===== src/verilog/uart_cfg.svh =====
// Register offsets, field positions, reset values and timing constants of the serial port
`ifndef UART_CFG_SVH
`define UART_CFG_SVH

`define OFF_GENERAL_CONFIG      8'h00
`define OFF_SERIAL_CLOCK_CONFIG 8'h04
`define OFF_SERIAL_CONTROL      8'h08
`define OFF_SERIAL_BUFFER       8'h0c
`define OFF_BAUD_CONTROL        8'h10
`define OFF_BAUD_RELOAD_REG     8'h14
`define OFF_FRAC_DIV_CONTROL    8'h18
`define OFF_FRAC_STEP           8'h1c
`define OFF_FRAC_DIV_RESULT     8'h20

`define BIT_SERIAL_PORT_ENABLE  0
`define BIT_RX_CLOCK_ENABLE     0
`define BIT_TX_CLOCK_ENABLE     1
`define BIT_RX_READY_FLAG       0
`define BIT_TX_DONE_FLAG        1
`define BIT_RX_ENABLE           2
`define BIT_BAUD_ENABLE         0
`define POS_BAUD_PRESCALE_SEL   1
`define BIT_FRAC_DIV_ENABLE     0

`define DATA_BITS               8
`define STOP_BITS               1
`define OVERSAMPLE              16
`define FRAC_MODULUS            256
`define SYS_CLOCK_HZ            12000000

`define RST_BAUD_RELOAD         8'h00
`define RST_FRAC_STEP           8'h00

`endif


===== src/verilog/uart_pkg.sv =====
// Types shared by the serial port design
package uart_pkg;

  typedef struct packed {
    logic       rx_clock_enable;
    logic       tx_clock_enable;
    logic       rx_enable;
    logic       baud_enable;
    logic [2:0] baud_prescale_sel;
    logic       frac_div_enable;
    logic [7:0] baud_reload;
    logic [7:0] frac_step;
  } baud_cfg_type;

  typedef enum logic [2:0] {
    ST_IDLE  = 3'b001,
    ST_START = 3'b010,
    ST_SHIFT = 3'b100
  } line_state_type;

endpackage : uart_pkg


===== src/verilog/half_duplex_uart.sv =====
// Half-duplex serial port with fractional baud generator behind AXI4-Lite
//
// Notes on behaviour
// When enabled, one port pin receives and another transmits.
// Port enable switches off the pulling resistor on the receive pin.
// Software sets pin directions itself; enabling does not change them.
// Half-duplex: no transmit while receiving, no simultaneous send and receive. A start bit and a buffer write in the same idle cycle start both directions.
// One completed received byte is held while the next shifts in.
// Buffer read returns receive buffer; buffer write loads transmit shifter.
// Eight data bits, one stop bit appended by the transmitter.
// Writing the buffer register starts transmission of that byte.
// Transmit-done flag set after full send, held until software clears.
// Receive-ready flag set when a byte is buffered; software clears.
// Baud generator runs from the 12 MHz system clock.
// Prescaler divides system clock by a three-bit selected factor.
// Baud timer counts down, reloading with programmed value on underflow.
// Fractional divider output equals input times step over 256.
// Software programs prescale, reload and step for standard rates.
// Receive and transmit clocks have separate enables gating each direction.
// Receiver accepts frames only while receiver enable is set.
// Baud generator enable shares a register with prescale select.
// Fractional divider runs only while its enable is set.
// A readable result register shows the fractional divider state.
// Line idles high, low start bit, LSB first, one bit per period.
`timescale 1ns/1ps
`include "uart_cfg.svh"

module half_duplex_uart
  import uart_pkg::*;
(
  input  wire logic        aclk,
  input  wire logic        aresetn,
  input  wire logic [7:0]  s_axi_awaddr,
  input  wire logic        s_axi_awvalid,
  output logic             s_axi_awready,
  input  wire logic [31:0] s_axi_wdata,
  input  wire logic [3:0]  s_axi_wstrb,
  input  wire logic        s_axi_wvalid,
  output logic             s_axi_wready,
  output logic [1:0]       s_axi_bresp,
  output logic             s_axi_bvalid,
  input  wire logic        s_axi_bready,
  input  wire logic [7:0]  s_axi_araddr,
  input  wire logic        s_axi_arvalid,
  output logic             s_axi_arready,
  output logic [31:0]      s_axi_rdata,
  output logic [1:0]       s_axi_rresp,
  output logic             s_axi_rvalid,
  input  wire logic        s_axi_rready,
  input  wire logic        rx_pin,
  output logic             tx_pin,
  output logic             rx_pull_disable
);

  // ****************************************
  // Register file
  // ****************************************
  logic         serial_port_enable_q;
  baud_cfg_type cfg_q;
  logic         rx_ready_flag_q;
  logic         tx_done_flag_q;
  logic [7:0]   rx_buffer_q;
  logic [7:0]   frac_acc_q;
  logic         aw_got_q;
  logic         w_got_q;
  logic [7:0]   aw_addr_q;
  logic [31:0]  w_data_q;
  logic [3:0]   w_strb_q;
  logic         rx_set;
  logic         tx_set;
  logic         tx_start;
  logic         wr_fire;
  logic         rd_fire;
  logic         rx_busy;
  logic         tx_busy;

  assign wr_fire = aw_got_q && w_got_q && !s_axi_bvalid;
  assign rd_fire = s_axi_arvalid && s_axi_arready;

  function automatic logic known_addr(input logic [7:0] a);
    known_addr = (a <= `OFF_FRAC_DIV_RESULT) && (a[1:0] == 2'b00);
  endfunction : known_addr

  always_ff @(posedge aclk)
  begin
    if (!aresetn)
    begin
      aw_got_q      <= 1'b0;
      w_got_q       <= 1'b0;
      aw_addr_q     <= 8'h00;
      w_data_q      <= 32'h0000_0000;
      w_strb_q      <= 4'h0;
      s_axi_awready <= 1'b0;
      s_axi_wready  <= 1'b0;
      s_axi_bvalid  <= 1'b0;
      s_axi_bresp   <= 2'b00;
    end
    else
    begin
      s_axi_awready <= !aw_got_q && !s_axi_awready && s_axi_awvalid;
      s_axi_wready  <= !w_got_q && !s_axi_wready && s_axi_wvalid;
      if (s_axi_awvalid && s_axi_awready)
      begin
        aw_got_q  <= 1'b1;
        aw_addr_q <= s_axi_awaddr;
      end
      if (s_axi_wvalid && s_axi_wready)
      begin
        w_got_q  <= 1'b1;
        w_data_q <= s_axi_wdata;
        w_strb_q <= s_axi_wstrb;
      end
      if (wr_fire)
      begin
        s_axi_bvalid <= 1'b1;
        s_axi_bresp  <= known_addr(aw_addr_q) ? 2'b00 : 2'b10;
      end
      else if (s_axi_bvalid && s_axi_bready)
      begin
        s_axi_bvalid <= 1'b0;
        aw_got_q     <= 1'b0;
        w_got_q      <= 1'b0;
      end
    end
  end

  // Only byte lane 0 carries register data
  assign tx_start = wr_fire && w_strb_q[0] && aw_addr_q == `OFF_SERIAL_BUFFER
                    && cfg_q.tx_clock_enable && !rx_busy && !tx_busy;

  always_ff @(posedge aclk)
  begin
    if (!aresetn)
    begin
      serial_port_enable_q <= 1'b0;
      cfg_q                <= '{default: '0, baud_reload: `RST_BAUD_RELOAD,
                                frac_step: `RST_FRAC_STEP};
    end
    else if (wr_fire && w_strb_q[0])
    begin
      unique case (aw_addr_q)
        `OFF_GENERAL_CONFIG:
          serial_port_enable_q <= w_data_q[`BIT_SERIAL_PORT_ENABLE];
        `OFF_SERIAL_CLOCK_CONFIG:
        begin
          cfg_q.rx_clock_enable <= w_data_q[`BIT_RX_CLOCK_ENABLE];
          cfg_q.tx_clock_enable <= w_data_q[`BIT_TX_CLOCK_ENABLE];
        end
        `OFF_SERIAL_CONTROL:
          cfg_q.rx_enable <= w_data_q[`BIT_RX_ENABLE];
        `OFF_BAUD_CONTROL:
        begin
          cfg_q.baud_enable       <= w_data_q[`BIT_BAUD_ENABLE];
          cfg_q.baud_prescale_sel <= w_data_q[`POS_BAUD_PRESCALE_SEL +: 3];
        end
        `OFF_BAUD_RELOAD_REG:
          cfg_q.baud_reload <= w_data_q[7:0];
        `OFF_FRAC_DIV_CONTROL:
          cfg_q.frac_div_enable <= w_data_q[`BIT_FRAC_DIV_ENABLE];
        `OFF_FRAC_STEP:
          cfg_q.frac_step <= w_data_q[7:0];
        default:
        begin
        end
      endcase
    end
  end

  // Flags: a hardware set in the clearing cycle wins
  always_ff @(posedge aclk)
  begin
    if (!aresetn)
    begin
      rx_ready_flag_q <= 1'b0;
      tx_done_flag_q  <= 1'b0;
    end
    else
    begin
      if (wr_fire && w_strb_q[0] && aw_addr_q == `OFF_SERIAL_CONTROL)
      begin
        rx_ready_flag_q <= w_data_q[`BIT_RX_READY_FLAG] & rx_ready_flag_q;
        tx_done_flag_q  <= w_data_q[`BIT_TX_DONE_FLAG] & tx_done_flag_q;
      end
      if (rx_set)
        rx_ready_flag_q <= 1'b1;
      if (tx_set)
        tx_done_flag_q <= 1'b1;
    end
  end

  always_ff @(posedge aclk)
  begin
    if (!aresetn)
    begin
      s_axi_arready <= 1'b0;
      s_axi_rvalid  <= 1'b0;
      s_axi_rdata   <= 32'h0000_0000;
      s_axi_rresp   <= 2'b00;
    end
    else
    begin
      s_axi_arready <= !s_axi_arready && !s_axi_rvalid && s_axi_arvalid;
      if (rd_fire)
      begin
        s_axi_rvalid <= 1'b1;
        s_axi_rresp  <= known_addr(s_axi_araddr) ? 2'b00 : 2'b10;
        unique case (s_axi_araddr)
          `OFF_GENERAL_CONFIG:
            s_axi_rdata <= {31'h0, serial_port_enable_q};
          `OFF_SERIAL_CLOCK_CONFIG:
            s_axi_rdata <= {30'h0, cfg_q.tx_clock_enable, cfg_q.rx_clock_enable};
          `OFF_SERIAL_CONTROL:
            s_axi_rdata <= {29'h0, cfg_q.rx_enable, tx_done_flag_q, rx_ready_flag_q};
          `OFF_SERIAL_BUFFER:
            s_axi_rdata <= {24'h0, rx_buffer_q};
          `OFF_BAUD_CONTROL:
            s_axi_rdata <= {28'h0, cfg_q.baud_prescale_sel, cfg_q.baud_enable};
          `OFF_BAUD_RELOAD_REG:
            s_axi_rdata <= {24'h0, cfg_q.baud_reload};
          `OFF_FRAC_DIV_CONTROL:
            s_axi_rdata <= {31'h0, cfg_q.frac_div_enable};
          `OFF_FRAC_STEP:
            s_axi_rdata <= {24'h0, cfg_q.frac_step};
          `OFF_FRAC_DIV_RESULT:
            s_axi_rdata <= {24'h0, frac_acc_q};
          default:
            s_axi_rdata <= 32'h0000_0000;
        endcase
      end
      else if (s_axi_rvalid && s_axi_rready)
        s_axi_rvalid <= 1'b0;
    end
  end

  // ****************************************
  // Baud generator: prescaler, reload timer, fractional divider
  // ****************************************
  logic [6:0] pre_cnt_q;
  logic       pre_tick;
  logic [7:0] timer_q;
  logic       timer_tick;
  logic [8:0] frac_sum;
  logic       os_tick;

  // Prescale 2^sel from the system clock
  assign pre_tick = cfg_q.baud_enable &&
                    ((pre_cnt_q & ((7'h01 << cfg_q.baud_prescale_sel) - 7'h01)) == 7'h00);

  always_ff @(posedge aclk)
  begin
    if (!aresetn || !cfg_q.baud_enable)
      pre_cnt_q <= 7'h00;
    else
      pre_cnt_q <= pre_cnt_q + 7'h01;
  end

  assign timer_tick = pre_tick && timer_q == 8'h00;

  always_ff @(posedge aclk)
  begin
    if (!aresetn || !cfg_q.baud_enable)
      timer_q <= cfg_q.baud_reload;
    else if (pre_tick)
      timer_q <= (timer_q == 8'h00) ? cfg_q.baud_reload : timer_q - 8'h01;
  end

  // Overflow of the phase accumulator gives step/256 of the timer rate
  assign frac_sum = {1'b0, frac_acc_q} + {1'b0, cfg_q.frac_step};
  assign os_tick  = cfg_q.frac_div_enable && timer_tick && frac_sum[8];

  always_ff @(posedge aclk)
  begin
    if (!aresetn || !cfg_q.frac_div_enable)
      frac_acc_q <= 8'h00;
    else if (timer_tick)
      frac_acc_q <= frac_sum[7:0];
  end

  // ****************************************
  // Pins
  // ****************************************
  logic rx_meta_q;
  logic rx_sync_q;

  always_ff @(posedge aclk)
  begin
    if (!aresetn)
    begin
      rx_meta_q       <= 1'b1;
      rx_sync_q       <= 1'b1;
      rx_pull_disable <= 1'b0;
    end
    else
    begin
      rx_meta_q       <= rx_pin;
      rx_sync_q       <= rx_meta_q;
      rx_pull_disable <= serial_port_enable_q;
    end
  end

  // ****************************************
  // Transmitter, 16 ticks per bit
  // ****************************************
  line_state_type tx_state_q;
  logic [7:0]     tx_shift_q;
  logic [3:0]     tx_tick_q;
  logic [3:0]     tx_bit_q;

  assign tx_busy = tx_state_q != ST_IDLE;
  assign tx_set  = tx_state_q == ST_SHIFT && os_tick && cfg_q.tx_clock_enable && tx_tick_q == 4'hf
                   && tx_bit_q == 4'(`DATA_BITS + `STOP_BITS - 1);

  always_ff @(posedge aclk)
  begin
    if (!aresetn)
    begin
      tx_state_q <= ST_IDLE;
      tx_shift_q <= 8'h00;
      tx_tick_q  <= 4'h0;
      tx_bit_q   <= 4'h0;
      tx_pin     <= 1'b1;
    end
    else
    begin
      unique case (tx_state_q)
        ST_IDLE:
        begin
          tx_pin <= 1'b1;
          if (tx_start && serial_port_enable_q)
          begin
            tx_shift_q <= w_data_q[7:0];
            tx_tick_q  <= 4'h0;
            tx_state_q <= ST_START;
          end
        end
        ST_START:
        begin
          tx_pin <= 1'b0;
          if (os_tick && cfg_q.tx_clock_enable)
          begin
            tx_tick_q <= tx_tick_q + 4'h1;
            if (tx_tick_q == 4'hf)
            begin
              tx_bit_q   <= 4'h0;
              tx_state_q <= ST_SHIFT;
            end
          end
        end
        ST_SHIFT:
        begin
          // Stop bit shifts in as a one after the data
          tx_pin <= tx_shift_q[0];
          if (os_tick && cfg_q.tx_clock_enable)
          begin
            tx_tick_q <= tx_tick_q + 4'h1;
            if (tx_tick_q == 4'hf)
            begin
              tx_shift_q <= {1'b1, tx_shift_q[7:1]};
              tx_bit_q   <= tx_bit_q + 4'h1;
              if (tx_set)
                tx_state_q <= ST_IDLE;
            end
          end
        end
        default:
          tx_state_q <= ST_IDLE;
      endcase
    end
  end

  // ****************************************
  // Receiver, samples mid-bit
  // ****************************************
  line_state_type rx_state_q;
  logic [7:0]     rx_shift_q;
  logic [3:0]     rx_tick_q;
  logic [3:0]     rx_bit_q;
  logic           rx_run;

  assign rx_busy = rx_state_q != ST_IDLE;
  assign rx_run  = serial_port_enable_q && cfg_q.rx_enable && cfg_q.rx_clock_enable;
  assign rx_set  = rx_state_q == ST_SHIFT && os_tick && rx_tick_q == 4'hf
                   && rx_bit_q == 4'(`DATA_BITS);

  always_ff @(posedge aclk)
  begin
    if (!aresetn)
    begin
      rx_state_q  <= ST_IDLE;
      rx_shift_q  <= 8'h00;
      rx_tick_q   <= 4'h0;
      rx_bit_q    <= 4'h0;
      rx_buffer_q <= 8'h00;
    end
    else if (!rx_run)
      rx_state_q <= ST_IDLE;
    else
    begin
      unique case (rx_state_q)
        ST_IDLE:
          // No reception while own frame goes out
          if (!rx_sync_q && !tx_busy)
          begin
            rx_tick_q  <= 4'h8;
            rx_state_q <= ST_START;
          end
        ST_START:
          if (os_tick)
          begin
            rx_tick_q <= rx_tick_q + 4'h1;
            if (rx_tick_q == 4'hf)
            begin
              rx_bit_q   <= 4'h0;
              rx_state_q <= rx_sync_q ? ST_IDLE : ST_SHIFT;
            end
          end
        ST_SHIFT:
          if (os_tick)
          begin
            rx_tick_q <= rx_tick_q + 4'h1;
            if (rx_tick_q == 4'hf)
            begin
              rx_bit_q <= rx_bit_q + 4'h1;
              if (rx_bit_q < 4'(`DATA_BITS))
                rx_shift_q <= {rx_sync_q, rx_shift_q[7:1]};
              if (rx_set)
              begin
                rx_buffer_q <= rx_shift_q;
                rx_state_q  <= ST_IDLE;
              end
            end
          end
        default:
          rx_state_q <= ST_IDLE;
      endcase
    end
  end

endmodule : half_duplex_uart


===== config.mk =====
export PLATFORM = sky130hd
export DESIGN_NAME = half_duplex_uart
export DESIGN_NICKNAME = d
export VERILOG_FILES = /design/src/verilog/uart_pkg.sv /design/src/verilog/half_duplex_uart.sv
export VERILOG_INCLUDE_DIRS = /design/src /design/src/verilog
export SDC_FILE = /design/constraint.sdc
export NUM_CORES = 1
export LEC_CHECK = 0
export ABC_AREA = 1
export BUFFER_PORTS_ARGS = -buffer_cell sky130_fd_sc_hd__buf_2
export CAP_MARGIN = 5
export CORE_MARGIN = 10
export CORE_UTILIZATION = 45
export DETAILED_ROUTE_END_ITERATION = 6
export PLACE_DENSITY = 0.75
export SLEW_MARGIN = 15
export SYNTH_ARGS = -nofsm -noshare
export SYNTH_HDL_FRONTEND = slang
export SYNTH_SLANG_ARGS = --single-unit

===== constraint.sdc =====
create_clock -name aclk -period 2.6 [get_ports aclk]
set_input_delay 0.52 -clock aclk [delete_from_list [all_inputs] [get_ports aclk]]
set_output_delay 0.52 -clock aclk [all_outputs]
set_load 0.05 [all_outputs]

### Word-level counts from Yosys, hierarchy flattened

Index checks and enable logic that the tools add are counted.

* flip-flop bits (word level): 160
* input port bits: 60
* word-level logic and storage cells: 240

* add/sub/neg operators: 8
* $lt $le $gt $ge: 3
* equal/unequal tests: 41
* shift operators: 1
* mux-type cells: 56
* bitwise logic cells: 3
* reduce and logical (&&, ||, !) cells: 88

Operators by type and width (count)
* $pmux W8 S9: 1
* $eq A8 B5 Y1 const B: 8
* $mux W4: 12
* $mux W8: 6
* $mux W3: 13
* $logic_and A1 B1 Y1: 37
* $eq A8 B4 Y1 const B: 4
* $pmux W4 S2: 4
* $logic_not A8 Y1: 3
* $reduce_bool A2 Y1: 10
* $ne A2 B2 Y1 const B: 9
* $pmux W3 S3: 2
* $reduce_and A6 Y1: 3
* $add A4 B1 Y4 const B: 4
* $eq A4 B4 Y1 const B: 4
* $eq A8 B3 Y1 const B: 2
* $le A8 B6 Y1 const B: 2
* $pmux W8 S2: 1
* $reduce_and A2 Y1: 8
* $reduce_and A5 Y1: 3
* $mux W1: 14
* $logic_not A1 Y1: 13
* $ne A2 B1 Y1 const B: 5
* $add A8 B8 Y9: 1
* other kinds (21): 31

### Logic depth before layout (Yosys ltp)

* depth after elaboration: 16
* mapped depth: 14

### Least setup slack after synthesis

OpenSTA, ideal clock, no wires.

* path kind: register to register
* start: register cfg_q[0] (netlist name)
* end: register rx_tick_q[3]
* data arrival time: 1882 ps
* data required time: 2484 ps
* slack: 602 ps
* stages on the path, launching flop included: 13
* buffers on the path: 0
* cells stage by stage: dfxtp_1 ha_1 fa_1 nand3_1 nand2_1 nand2_1 nand2_1 nand2_2 nor2_8 o21ai_1 inv_2 o21ai_0 nor2_1

* word-level cells in the longest chain between the ends: 4

Ends and longest elaborated chain
* start, declared: line half_duplex_uart.sv:59 `baud_cfg_type cfg_q;`
* start signal, assigned: line half_duplex_uart.sv:136 `` cfg_q <= '{default: '0, baud_reload: `RST_BAUD_RELOAD, ``
* $add A8 B8 Y9: line half_duplex_uart.sv:268 `assign frac_sum = {1'b0, frac_acc_q} + {1'b0, cfg_q.frac_step};`
* $logic_and A1 B1 Y1: line half_duplex_uart.sv:269 `assign os_tick = cfg_q.frac_div_enable && timer_tick && frac_sum[8];`
* $ne A2 B1 Y1 (no line)
* $reduce_and A4 Y1 (no line)
* end signal, assigned: line half_duplex_uart.sv:410 `rx_tick_q <= rx_tick_q + 4'h1;`
* end signal, assigned: line half_duplex_uart.sv:420 `rx_tick_q <= rx_tick_q + 4'h1;`
* end, declared: line half_duplex_uart.sv:376 `logic [3:0] rx_tick_q;`

No other way between the ends.
A chain may end at the register's enable or synchronous reset.

### Final worst setup path

Same ends and word-level chain as after synthesis.

==> flow_summary.toml <==
[synthesis]
synth_cell_types = 42
synthCells = 903
async_reset_ff_share_pct = 0
yosys_warnings = 0
synth_seq_cells = 134
syn-cell-area_mm2 = 0.00658
ys.flop_type = "dfxtp_1"
yosysSeqAreaShare_pct = 42.0
avgSynthCellArea_um2 = 7.29
synth_edf_count = 8

[setup_path]
worst_setup_path_start_kind = "flop"
crit_path_max_fanout = 8
reg2reg_slack_ns = 0.33
rr_endpoint = "rx_tick_q[3]"
cp_slowest_cell = "fa_1"
path_common_cell = "nand2_1"
critPathArrivalTime_ns = 2.58
critPathMaxStageDelay_ns = 0.41
r2r_start = "cfg_q[0]"
crit_path_end_kind = "flop"
critical_path_class = "reg -> reg"
reg2reg_depth = 12
critPathRequiredTime_ns = 2.91
path_cells = "ha_1 -> fa_1 -> nand3_1 -> nand2_1 -> nand2_1 -> nand2_1 -> nand2_2 -> nor2_8 -> o21ai_1 -> inv_2 -> o21ai_0 -> nor2_1"

[placement]
pre_cts_ws_ns = 0.382
hpwl_mm = 11.5
port_buffers = 49
place_area_mm2 = 0.00691
gp_congestion = 0.912

[clock_network]
cts_tree = "yes"
cts_hold_buf = 0
post_cts_buffers = 0
post_cts_resized = 0
cts.reportedPaths.clkPinSlew_ns = 0.06
clock_latency_ns = 0.43
cts_made_buffers = 17
clockBufferDepth = 2
cts_root_buffer = "clkbuf_16"
cts.sinks = 134
h-tree-depth = 4

[power]
p_seq_share_pct = 44.6
comb_power_share_pct = 5.3
power_leakage_nw = 3.16
internal-power_mw = 3.63
switchingPower_mw = 1.09
ir_worst_vdd_mv = 0.293
power_frac_clock_pct = 50.1
pwr_density_cell_mw_per_mm2 = 630
fin_total_pwr_mw = 4.73
p_sw_share_pct = 23.1

[route]
dr.pass1.iters = 5
wl_met2_mm = 7.28
drt_wl_total_mm = 15.5
wl_met3_um = 776
ant_nets = 0
top_layer_used = "met4"
vias = 5835
wl_met1_mm = 7.17
wl_per_cell_um = 13.5
drtIter0Drc = 430
route.detailed.drc = 0
vias_per_cell = 5.07

[sta]
finalMaxSlewViolations = 0
worst_pin_slew_ns = 0.567
finalCritPeriodShare_pct = 87.1
setup_tns_ns = 0
hold_ws_ns = 0.281
rsz0062_at_grt = "no"
setup_violations = 0
relSlewSlack_pct = 62.2
hold_viol = 0
period_needed_ns = 2.27
fin_ws_ns = 0.335
maxClockFrequency_mhz = 441
fin_skew_ns = 0.00915

[grt]
grt_max_degree = 44
grt_use_total_pct = 15.8
grt_pass1_vias = 5465
antenna_found_initial = 0
overflow = 0
grt_pass1_wl_mm = 26.1

[cells_and_area]
multiInputGateArea_mm2 = 0.00315
syn_to_final_growth_pct = 14.0
regArea_mm2 = 0.00276
drive_above_1_share_pct = 11.0
fin_area_mm2 = 0.00750
nets = 1031
antenna_cells = 0
nFillCells = 1412

[hold_path]
hp-start = "rx_pin"
min_to = "rx_meta_q"
worstHoldPathType = "in -> reg"
hold-path-cell-count = 2

[run]
drv_cap = 0

[die]
chipWidth_um = 141
dieHeight_um = 141
rows = 44
die_area_mm2 = 0.0199
core_area_mm2 = 0.0144
start_util_pct = 45.6
io_pins = 103

[status]
status = "finished clean"
## worst max-delay path: cells and delay by family (launching register included)
family	cells	cell delay (ns)
AND/OR/NAND/NOR	7	0.65
adder cells (fa/ha/maj)	2	0.63
AO/OA/AOI/OAI	2	0.44
flip-flops	1	0.31
buffers and inverters	1	0.10
## worst max-delay path by stage
stage / startpoint / end / slack [ns]
2_1_floorplan: cfg_q[0] / rx_tick_q[3] / 0.60
3_3_place_gp: cfg_q[0] / rx_tick_q[3] / 0.41
3_5_place_dp: cfg_q[0] / rx_tick_q[3] / 0.38
4_1_cts: cfg_q[0] / rx_tick_q[3] / 0.36
5_1_grt: rx_tick_q[0] / rx_buffer_q[1] / 0.12
6_report: cfg_q[0] / rx_tick_q[3] / 0.33
## area by class of cell
| class | instances | area share (%) |
|---|---|---|
| Clock buffer | 22 | 6.32 |
| Multi-Input combinational cell | 618 | 42.0 |
| Inverter | 127 | 6.36 |
| Tap cell | 184 | 3.07 |
| Clock inverter | 10 | 1.60 |
| Timing Repair Buffer | 55 | 3.87 |
| Sequential cell | 134 | 36.8 |
## through the flow
step                utilization, %  cells
global placement              47.9   1118
global route                  52.0   1150
finish                        52.0   1150
detailed placement            47.9   1118
floorplan                        -    928
CTS                           52.0   1150
## cell usage in the layout, fill, tap and decap left out, drive strengths merged, types with 11 or more instances in the layout
| cell type | instances |
|---|---|
| a211oi | 11 |
| nand3 | 58 |
| a21oi | 102 |
| buf | 55 |
| o21ai | 93 |
| inv | 126 |
| ha | 17 |
| nor2 | 82 |
| nand4 | 12 |
| clkbuf | 22 |
| conb | 26 |
| nand2 | 152 |
| dfxtp | 126 |
| nor3 | 26 |
## cells by family after synthesis
family	count (synthesis)	share of synthesized area, %
AO/OA/AOI/OAI	222	17.9
other	1	0.0570
AND/OR/NAND/NOR	337	22.9
buffers and inverters	176	11.6
adder cells (fa/ha/maj)	18	3.54
flip-flops	134	42.0
XOR/XNOR	15	2.00
## state kept, by name, summed over array words and instances (netlist names), 4 cells and up
name         flops
pre_cnt_q        7
aw_addr_q        8
rx_buffer_q      8
frac_acc_q       8
rx_bit_q         4
timer_q          8
tx_bit_q         4
tx_tick_q        4
rx_shift_q       8
s_axi_rdata      8
rx_tick_q        4
w_data_q         8
tx_shift_q       8
cfg_q           24
## synthesized netlist by cell type, types with 3 or more instances
cell	number	share of area [%]
inv_2	3	0.17
clkbuf_1	17	0.97
nand4_1	10	0.95
inv_1	122	7.0
nand3_2	3	0.46
nand2_1	147	8.4
o22ai_1	4	0.38
o211ai_1	3	0.34
xnor2_1	5	0.67
xor2_1	10	1.3
buf_4	26	3.0
nand3_1	55	4.2
o2111ai_1	3	0.40
nor2_1	76	4.3
o21ai_1	7	0.53
a21oi_1	102	7.8
edfxtp_1	8	3.7
buf_2	5	0.38
ha_1	17	3.2
o21ai_0	86	6.5
dfxtp_1	126	38
nand2_2	5	0.48
a211oi_1	11	1.3
nor3_1	26	2.0
nor2_2	3	0.29
## metal layers
layer | up-vias | GRT usage [%]
met3 | 24 | 4.60
met4 | 0 | 5.65
li1 | 3051 | -
met1 | 2637 | 19.3
met5 | - | 0
met2 | 123 | 25.8
## power by group through the flow
| stage | Sequential, mW | Combinational [mW] | Clock [mW] |
|---|---|---|---|
| final | 2.11 | 0.251 | 2.37 |
| after global routing | 2.11 | 0.275 | 2.49 |
| after CTS | 2.11 | 0.250 | 2.40 |
| after detailed placement | 2.15 | 0.250 | 0 |
| after global placement | 2.15 | 0.247 | 0 |
| after floorplan | 2.16 | 0.204 | 0 |
Note: power is estimated with default switching activity, not from simulation.
